==> src/include/standby_pkg.sv <==
// Constants for the software standby controller: register map, field layout,
// reset values and the settling-count table.
// Assumes a 32-bit classic Wishbone bus with byte addressing.
package standby_pkg;

  // Register byte offsets
  localparam logic [7:0] STANDBY_CONTROL_REG_OFS = 8'h00;
  localparam logic [7:0] IRQ_WAKE_ENABLE_REG_OFS = 8'h04;
  localparam logic [7:0] INT_EDGE_CTRL_REG_OFS = 8'h08;
  localparam logic [7:0] IRQ_ENABLE_REG_OFS = 8'h0c;
  localparam logic [7:0] DTC_SOURCE_REG_OFS = 8'h10;
  localparam logic [7:0] STATUS_REG_OFS = 8'h14;

  // Field positions
  localparam int STANDBY_SELECT_BIT = 15;
  localparam int BUS_OUTPUT_HOLD_BIT = 14;
  localparam int SETTLE_SEL_LSB = 8;
  localparam int SETTLE_SEL_W = 5;
  localparam int NMI_EDGE_SEL_BIT = 8;
  localparam int STATUS_REFUSED_BIT = 8;
  localparam int STATE_W = 3;

  // Reset values
  localparam logic STANDBY_SELECT_RST = 1'b0;
  localparam logic BUS_OUTPUT_HOLD_RST = 1'b1;
  localparam logic [4:0] SETTLE_SEL_RST = 5'h0f;
  localparam logic NMI_EDGE_SEL_RST = 1'b0;

  // Settling counts in peripheral clock cycles
  localparam int SETTLE_CNT_W = 20;
  localparam logic [19:0] SETTLE_64 = 20'h00040;
  localparam logic [19:0] SETTLE_512 = 20'h00200;
  localparam logic [19:0] SETTLE_1024 = 20'h00400;
  localparam logic [19:0] SETTLE_2048 = 20'h00800;
  localparam logic [19:0] SETTLE_4096 = 20'h01000;
  localparam logic [19:0] SETTLE_16384 = 20'h04000;
  localparam logic [19:0] SETTLE_32768 = 20'h08000;
  localparam logic [19:0] SETTLE_65536 = 20'h10000;
  localparam logic [19:0] SETTLE_131072 = 20'h20000;
  localparam logic [19:0] SETTLE_262144 = 20'h40000;
  localparam logic [19:0] SETTLE_524288 = 20'h80000;

  typedef enum logic [2:0] {
    ST_RUN,
    ST_SLEEP,
    ST_STANDBY,
    ST_SETTLE,
    ST_RESET_HOLD,
    ST_HW_STANDBY
  } pm_state_t;

endpackage

==> src/hdl/software_standby_controller.sv <==
// Power-down sequencer for ordinary sleep and software standby, with
// the wake paths by interrupt, hard-init pin and deep-halt pin.
// Assumes all pins are synchronous to REF_CLK; the CPU pulses SLEEP_EXEC
// once per sleep instruction and PCLK_TICK marks peripheral clock cycles.
`timescale 1ns/1ps

// Behaviour
// - Sleep with standby_select set enters standby
// - Sleep with standby_select clear enters sleep
// - Standby stops CPU, peripherals and oscillator
// - Standby keeps state, serial unit is reset
// - bus_output_hold chooses hold or high-impedance bus
// - Running watchdog refuses standby entry
// - Interrupt wake: oscillator, settle, then exception
// - Line wakes standby only with wake and enable set
// - Masked or transfer-controller sources never wake
// - Init pin low restarts clocks without settling
// - Init pin high starts reset exception
// - Deep-halt pin low enters hardware standby
// - Settle code selects 64 to 524288 cycles
// - nmi_edge_sel picks falling or rising edge
module software_standby_controller #(
  parameter int IRQ_LINES = 12,
  parameter int SETTLE_SHIFT = 0
) (
  input wire logic REF_CLK,
  input wire logic SRST,
  input wire logic CE,
  input wire logic WB_CYC_I,
  input wire logic WB_STB_I,
  input wire logic WB_WE_I,
  input wire logic [7:0] WB_ADR_I,
  input wire logic [3:0] WB_SEL_I,
  input wire logic [31:0] WB_DAT_I,
  output logic [31:0] WB_DAT_O,
  output logic WB_ACK_O,
  input wire logic SLEEP_EXEC,
  input wire logic WATCHDOG_RUN,
  input wire logic CPU_IRQ_MASK,
  input wire logic PCLK_TICK,
  input wire logic NMI_PIN,
  input wire logic [IRQ_LINES-1:0] EXT_IRQ_LINES_N,
  input wire logic HARD_INIT_PIN_N,
  input wire logic DEEP_HALT_PIN_N,
  output logic CPU_CLK_EN,
  output logic PERIPH_CLK_EN,
  output logic OSC_EN,
  output logic SERIAL_COMM_UNIT_RST,
  output logic BUS_HIZ,
  output logic STATE_RETAIN,
  output logic WAKE_IRQ_EXC,
  output logic RESET_EXC,
  output logic [2:0] PM_STATE
);
  import standby_pkg::*;

  pm_state_t state_q, state_d;
  logic standby_select_q;
  logic bus_output_hold_q;
  logic [SETTLE_SEL_W-1:0] settle_time_sel_q;
  logic nmi_edge_sel_q;
  logic [IRQ_LINES-1:0] irq_wake_en_q;
  logic [IRQ_LINES-1:0] irq_en_q;
  logic [IRQ_LINES-1:0] dtc_source_q;
  logic refused_q;
  logic nmi_q;
  logic [SETTLE_CNT_W-1:0] settle_cnt_q;
  logic [SETTLE_CNT_W-1:0] settle_load;
  logic [IRQ_LINES-1:0] irq_wake_line;
  logic nmi_edge;
  logic irq_wake;
  logic irq_any;
  logic wake_req;
  logic settle_done;
  logic wb_req;
  logic wb_wr;
  logic refuse_evt;

  // Bus slave: one wait state, ack drops in the cycle after it was given
  assign wb_req = WB_CYC_I & WB_STB_I & ~WB_ACK_O;
  assign wb_wr = wb_req & WB_WE_I;

  always_ff @(posedge REF_CLK) begin
    if (SRST) begin
      WB_ACK_O <= 1'b0;
    end else if (CE) begin
      WB_ACK_O <= wb_req;
    end
  end

  always_ff @(posedge REF_CLK) begin
    if (SRST) begin
      WB_DAT_O <= 32'h0000_0000;
    end else if (CE && wb_req) begin
      WB_DAT_O <= 32'h0000_0000;
      unique case (WB_ADR_I)
        STANDBY_CONTROL_REG_OFS: begin
          WB_DAT_O[STANDBY_SELECT_BIT] <= standby_select_q;
          WB_DAT_O[BUS_OUTPUT_HOLD_BIT] <= bus_output_hold_q;
          WB_DAT_O[SETTLE_SEL_LSB +: SETTLE_SEL_W] <= settle_time_sel_q;
        end
        IRQ_WAKE_ENABLE_REG_OFS: WB_DAT_O[IRQ_LINES-1:0] <= irq_wake_en_q;
        INT_EDGE_CTRL_REG_OFS: WB_DAT_O[NMI_EDGE_SEL_BIT] <= nmi_edge_sel_q;
        IRQ_ENABLE_REG_OFS: WB_DAT_O[IRQ_LINES-1:0] <= irq_en_q;
        DTC_SOURCE_REG_OFS: WB_DAT_O[IRQ_LINES-1:0] <= dtc_source_q;
        STATUS_REG_OFS: begin
          WB_DAT_O[STATE_W-1:0] <= state_q;
          WB_DAT_O[STATUS_REFUSED_BIT] <= refused_q;
        end
        default: WB_DAT_O <= 32'h0000_0000;
      endcase
    end
  end

  // Control bits live in byte lane 1
  always_ff @(posedge REF_CLK) begin
    if (SRST) begin
      standby_select_q <= STANDBY_SELECT_RST;
      bus_output_hold_q <= BUS_OUTPUT_HOLD_RST;
      settle_time_sel_q <= SETTLE_SEL_RST;
    end else if (CE && wb_wr && WB_SEL_I[1] && WB_ADR_I == STANDBY_CONTROL_REG_OFS) begin
      standby_select_q <= WB_DAT_I[STANDBY_SELECT_BIT];
      bus_output_hold_q <= WB_DAT_I[BUS_OUTPUT_HOLD_BIT];
      settle_time_sel_q <= WB_DAT_I[SETTLE_SEL_LSB +: SETTLE_SEL_W];
    end
  end

  always_ff @(posedge REF_CLK) begin
    if (SRST) begin
      nmi_edge_sel_q <= NMI_EDGE_SEL_RST;
    end else if (CE && wb_wr && WB_SEL_I[1] && WB_ADR_I == INT_EDGE_CTRL_REG_OFS) begin
      nmi_edge_sel_q <= WB_DAT_I[NMI_EDGE_SEL_BIT];
    end
  end

  // Per-line mask registers, written lane by lane
  genvar gi;
  generate
    for (gi = 0; gi < IRQ_LINES; gi++) begin : g_line
      always_ff @(posedge REF_CLK) begin
        if (SRST) begin
          irq_wake_en_q[gi] <= 1'b0;
          irq_en_q[gi] <= 1'b0;
          dtc_source_q[gi] <= 1'b0;
        end else if (CE && wb_wr && WB_SEL_I[gi/8]) begin
          if (WB_ADR_I == IRQ_WAKE_ENABLE_REG_OFS) begin
            irq_wake_en_q[gi] <= WB_DAT_I[gi];
          end
          if (WB_ADR_I == IRQ_ENABLE_REG_OFS) begin
            irq_en_q[gi] <= WB_DAT_I[gi];
          end
          if (WB_ADR_I == DTC_SOURCE_REG_OFS) begin
            dtc_source_q[gi] <= WB_DAT_I[gi];
          end
        end
      end
      // Line wakes only when wake-enabled, enabled, unmasked and not a DATA_TRANSFER_CONTROLLER source
      assign irq_wake_line[gi] = ~EXT_IRQ_LINES_N[gi] & irq_wake_en_q[gi] & irq_en_q[gi]
                                 & ~dtc_source_q[gi];
    end
  endgenerate

  // Ordinary sleep wakes on any enabled, unmasked line that is not a DTC source, wake enable not needed
  assign irq_any = ~CPU_IRQ_MASK & |(~EXT_IRQ_LINES_N & irq_en_q & ~dtc_source_q);
  assign irq_wake = ~CPU_IRQ_MASK & |irq_wake_line;

  always_ff @(posedge REF_CLK) begin
    if (SRST) begin
      // Seeded from the pin so that leaving reset never shows a false edge
      nmi_q <= NMI_PIN;
    end else if (CE) begin
      nmi_q <= NMI_PIN;
    end
  end

  // Selected edge serves both sleep wake and standby wake
  assign nmi_edge = nmi_edge_sel_q ? (NMI_PIN & ~nmi_q) : (~NMI_PIN & nmi_q);
  assign wake_req = nmi_edge | irq_wake;

  // Reserved codes fall back to the longest wait, the safe side for a crystal
  always_comb begin
    settle_load = SETTLE_524288;
    unique case (settle_time_sel_q)
      5'h05: settle_load = SETTLE_64;
      5'h06: settle_load = SETTLE_512;
      5'h07: settle_load = SETTLE_1024;
      5'h08: settle_load = SETTLE_2048;
      5'h09: settle_load = SETTLE_4096;
      5'h0a: settle_load = SETTLE_16384;
      5'h0b: settle_load = SETTLE_32768;
      5'h0c: settle_load = SETTLE_65536;
      5'h0d: settle_load = SETTLE_131072;
      5'h0e: settle_load = SETTLE_262144;
      default: settle_load = SETTLE_524288;
    endcase
    settle_load = settle_load >> SETTLE_SHIFT;
    if (settle_load == '0) begin
      settle_load = {{(SETTLE_CNT_W-1){1'b0}}, 1'b1};
    end
  end

  assign settle_done = PCLK_TICK && settle_cnt_q == {{(SETTLE_CNT_W-1){1'b0}}, 1'b1};

  always_ff @(posedge REF_CLK) begin
    if (SRST) begin
      settle_cnt_q <= '0;
    end else if (CE) begin
      if (state_q == ST_STANDBY && wake_req) begin
        settle_cnt_q <= settle_load;
      end else if (state_q == ST_SETTLE && PCLK_TICK) begin
        settle_cnt_q <= settle_cnt_q - {{(SETTLE_CNT_W-1){1'b0}}, 1'b1};
      end
    end
  end

  assign refuse_evt = state_q == ST_RUN && SLEEP_EXEC && standby_select_q && WATCHDOG_RUN;

  // Sticky: a new refusal wins over a write-one clear in the same cycle
  always_ff @(posedge REF_CLK) begin
    if (SRST) begin
      refused_q <= 1'b0;
    end else if (CE) begin
      if (refuse_evt) begin
        refused_q <= 1'b1;
      end else if (wb_wr && WB_SEL_I[1] && WB_ADR_I == STATUS_REG_OFS && WB_DAT_I[STATUS_REFUSED_BIT]) begin
        refused_q <= 1'b0;
      end
    end
  end

  // Deep-halt pin has top priority from every state
  always_comb begin
    state_d = state_q;
    if (!DEEP_HALT_PIN_N) begin
      state_d = ST_HW_STANDBY;
    end else begin
      unique case (state_q)
        ST_RUN: begin
          if (SLEEP_EXEC) begin
            state_d = (standby_select_q && !WATCHDOG_RUN) ? ST_STANDBY : ST_SLEEP;
          end
        end
        ST_SLEEP: begin
          if (!HARD_INIT_PIN_N) begin
            state_d = ST_RESET_HOLD;
          end else if (nmi_edge || irq_any) begin
            state_d = ST_RUN;
          end
        end
        ST_STANDBY: begin
          if (!HARD_INIT_PIN_N) begin
            state_d = ST_RESET_HOLD;
          end else if (wake_req) begin
            state_d = ST_SETTLE;
          end
        end
        ST_SETTLE: begin
          if (!HARD_INIT_PIN_N) begin
            state_d = ST_RESET_HOLD;
          end else if (settle_done) begin
            state_d = ST_RUN;
          end
        end
        ST_RESET_HOLD: begin
          if (HARD_INIT_PIN_N) begin
            state_d = ST_RUN;
          end
        end
        ST_HW_STANDBY: state_d = ST_RESET_HOLD;
        default: state_d = ST_RUN;
      endcase
    end
  end

  always_ff @(posedge REF_CLK) begin
    if (SRST) begin
      state_q <= ST_RUN;
    end else if (CE) begin
      state_q <= state_d;
    end
  end

  // Outputs registered from the next state so all clocks switch on one edge
  always_ff @(posedge REF_CLK) begin
    if (SRST) begin
      CPU_CLK_EN <= 1'b1;
      PERIPH_CLK_EN <= 1'b1;
      OSC_EN <= 1'b1;
      SERIAL_COMM_UNIT_RST <= 1'b0;
      BUS_HIZ <= 1'b0;
      STATE_RETAIN <= 1'b0;
      PM_STATE <= ST_RUN;
    end else if (CE) begin
      CPU_CLK_EN <= state_d == ST_RUN || state_d == ST_RESET_HOLD;
      PERIPH_CLK_EN <= state_d == ST_RUN || state_d == ST_SLEEP || state_d == ST_RESET_HOLD;
      OSC_EN <= state_d != ST_STANDBY && state_d != ST_HW_STANDBY;
      // Serial unit loses its state across standby; everything else holds
      SERIAL_COMM_UNIT_RST <= state_d == ST_STANDBY || state_d == ST_SETTLE;
      STATE_RETAIN <= state_d == ST_STANDBY || state_d == ST_SETTLE;
      BUS_HIZ <= state_d == ST_HW_STANDBY
                 || ((state_d == ST_STANDBY || state_d == ST_SETTLE) && !bus_output_hold_q);
      PM_STATE <= state_d;
    end
  end

  // One-cycle exception requests to the CPU
  always_ff @(posedge REF_CLK) begin
    if (SRST) begin
      WAKE_IRQ_EXC <= 1'b0;
      RESET_EXC <= 1'b0;
    end else if (CE) begin
      WAKE_IRQ_EXC <= state_d == ST_RUN && (state_q == ST_SETTLE || state_q == ST_SLEEP);
      RESET_EXC <= state_d == ST_RUN && state_q == ST_RESET_HOLD;
    end
  end

endmodule

==> config.mk <==
export PLATFORM = sky130hd
export DESIGN_NAME = software_standby_controller
export DESIGN_NICKNAME = d
export VERILOG_FILES = /design/src/include/standby_pkg.sv /design/src/hdl/software_standby_controller.sv
export SDC_FILE = /design/constraint.sdc
export NUM_CORES = 1
export LEC_CHECK = 0
export ABC_AREA = 0
export CORE_UTILIZATION = 40
export DETAILED_ROUTE_END_ITERATION = 10
export DONT_BUFFER_PORTS = 1
export SLEW_MARGIN = 10
export SYNTH_ARGS = -nofsm -noshare
export SYNTH_HDL_FRONTEND = slang
export SYNTH_SLANG_ARGS = --single-unit
==> constraint.sdc <==
create_clock -name REF_CLK -period 4.9 [get_ports REF_CLK]
set_clock_uncertainty 0.15 [all_clocks]
set_input_delay 1.225 -clock REF_CLK [delete_from_list [all_inputs] [get_ports REF_CLK]]
set_output_delay 1.225 -clock REF_CLK [all_outputs]
set_load 0.01 [all_outputs]
==> results.yml <==
drt:
  wire_per_inst_um: 18.64
  avgViaCountPerCell: 5.878
  ant_nets: 0
  drcViolationCount: 0
  drtIter0Drc: 333
  dr.pass1.iters: 5
  wirelength_mm: 14.16
  vias: 4467
die:
  start_util_pct: 41.00
  core_area_um2: 12620
  boundaryPins: 113
  fp-row-count: 41
  dieHeight_um: 115.7
  die-area_um2: 13390
  die_x_um: 115.7
setup_path:
  slowest_stage: "or4_1"
  r2r_setup_slack_ns: 1.89
  crit_chain: "or4_4, or4_1, nor3_4, buf_4, nor2_1, a311oi_1, a221oi_2"
  reg2reg_to: "settle_cnt_q[12]"
  worst_r2r_startpoint: "PM_STATE[0]"
  crit_path_end_kind: "flop"
  required_ns: 4.96
  max_stage_delay_ns: 0.58
  start_kind: "primary input"
  cp.arrival_ns: 3.39
  reg2reg_depth: 6
  critPathKind: "primary input to flop"
  startpoint: "WB_ADR_I[1]"
  crit_fanout: 13
cts:
  clock_latency_ns: 0.35
  clock_sinks: 103
  h-tree-depth: 3
  cts_buffers: 9
  clk_pin_slew_worst_paths_ns: 0.06
  clk_path_buf_depth: 2
  cts_tree: "done"
  post_cts_buffers: 0
  cts_resized: 0
  cts_hold_buf: 0
  cts_root_buffer: "clkbuf_16"
worst_hold_path:
  min_path_type: "flop to flop"
sta:
  relSlewSlack_pct: 36.92
  fin_crit_sh_pct: 67.93
  finalSetupViolations: 0
  worst_slew_pin_slew_ns: 0.9412
  max_freq_mhz: 300.4
  fin_crit_ns: 3.329
  tns_ns: 0
  hold_viol: 0
  drv_slew: 0
  rsz0062_at_grt: "no"
  holdWs_ns: 0.3030
cells_and_area:
  synthToLayoutAreaGrowth_pct: 6.239
  layout.nets: 657
  final_area_um2: 5497
  utilization_pct: 43.56
  drive_above_1_share_pct: 5.952
  diodes: 0
  finalNonFillerCells: 760
synth:
  synth_top_family_by_area: "simple AND/OR/NAND/NOR gates"
  synthMuxAreaShare_pct: 9.407
  syn_area_per_cell_um2: 8.594
  synth-seq-cells: 103
  synth_cell_type_count: 62
  synth_flop_cell: "dfxtp_1"
  seq_area_frac_synth_pct: 40.05
  synth-edff-count: 1
  synthXorXnorAreaFrac_pct: 1.185
  synth_cells: 602
  synth_compound_area_share_pct: 15.02
  synth_warnings: 0
  netlist_area_um2: 5174
  yosys.area_share.simple_pct: 27.50
  async_flop_share_pct: 0
  synth_fa_ha_area_share_pct: 0.4837
global_route:
  grt_pass1_vias: 4177
  grt_max_degree: 83
  grt-ovfl-total: 0
  antenna_found_initial: 0
  grt_first_pass_wirelength_mm: 22.09
  grt_usage_pct: 21.71
place:
  port_buffers: 0
  place_area_um2: 5225
  globalplace.congestion: 0.8925
  placed_cells: 747
  dp_hpwl_mm: 10.21
run:
  drv_cap: 0
power:
  vdd_ir_drop_max_mv: 0.2030
  total_leakage_power_nw: 1.961
  p_per_area_nw_per_um2: 287.2
status:
  status: "finished, final reports clean"
[layer usage]
layer  global-route usage (%)  vias to the layer above  share of wire (%)
li1                         -                     2133                  -
met5                        0                        -                  0
met4                    5.897                        0                1.2
met2                    35.25                      185                 46
met1                    27.43                     2133                 44
met3                    7.479                       16                8.8
[through the flow]
step / power (mW) / setup WS (ns)
after detailed placement: 0.9238 / 1.219
after global placement: 0.9230 / 1.250
after global routing: 1.638 / 1.362
final: 1.578 / 1.571
after CTS: 1.598 / 1.589
after floorplan: 0.9361 / 1.415
[worst min path at each step]
stage,from,to,slack (ns),depth (start not counted)
CTS,refused_q,refused_q,0.30,2
global placement,refused_q,refused_q,0.29,2
detailed placement,refused_q,refused_q,0.29,2
global route,bus_output_hold_q,WB_DAT_O[14],0.33,2
floorplan,refused_q,refused_q,0.28,2
finish,refused_q,refused_q,0.30,2
[Yosys cell counts, types with 5 or more instances]
cell,n,area [µm²]
a2bb2oi_1,12,105.1
or3_1,7,43.79
nand2_1,46,172.7
a222oi_1,11,110.1
nor2_1,93,349.1
dfxtp_1,102,2042
nor4bb_1,12,120.1
o21ai_0,11,55.05
nand2b_1,5,31.28
nand4_1,13,81.33
xor2_1,6,52.55
a21oi_1,26,130.1
nand3_1,22,110.1
buf_2,5,25.02
nor3_1,14,70.07
nor4_1,9,56.30
inv_1,15,56.30
mux2_2,5,56.30
mux2i_1,43,430.4
nor3b_1,19,142.6
buf_4,19,142.6
clkbuf_1,24,90.09
a31oi_1,9,56.30
[power breakdown]
| part | switching (mW) | internal, mW | total [mW] |
|---|---|---|---|
| clock network | 0.296 | 0.377 | 0.673 |
| logic | 0.0328 | 0.0181 | 0.0509 |
| registers | 0.0104 | 0.844 | 0.854 |
| total | 0.340 | 1.24 | 1.58 |
[cell type report]
| cell class | instances | area, µm² |
|---|---|---|
| Fill cell | 1253 | 7123 |
| Inverter | 15 | 56.30 |
| Tap cell | 172 | 215.2 |
| Multi-Input combinational cell | 451 | 2836 |
| Clock buffer | 12 | 266.5 |
| Timing Repair Buffer | 6 | 45.04 |
| Clock inverter | 1 | 5.005 |
| Sequential cell | 103 | 2072 |
[critical path: cells and delay by family]
family,cells,cell delay (ns)
AOI/OAI and AO/OA,2,0.57
buffers and inverters,1,0.22
and+or+nand+nor,4,1.37
[placed cells by master (no fill, tap or decap), types with 7 or more instances in the layout]
| cell type | n |
|---|---|
| a31oi_1 | 9 |
| nor4bb_1 | 12 |
| conb_1 | 17 |
| a2bb2oi_1 | 12 |
| nor4_1 | 9 |
| mux2i_1 | 43 |
| nor3b_1 | 19 |
| inv_1 | 15 |
| a21oi_1 | 26 |
| nand4_1 | 13 |
| dfxtp_1 | 102 |
| nand2_1 | 46 |
| o21ai_0 | 11 |
| nand3_1 | 22 |
| a222oi_1 | 11 |
| or3_1 | 7 |
| clkbuf_16 | 9 |
| nor2_1 | 93 |
| nor3_1 | 14 |
[logic make-up after synthesis]
family	count (synthesis)
AND/OR/NAND/NOR	272
adder cells (fa/ha/maj)	2
XOR/XNOR	7
other	1
AO/OA/AOI/OAI	105
buffers and inverters	64
flip-flops	103
multiplexers	48
Power figures use the tool's default switching activity.
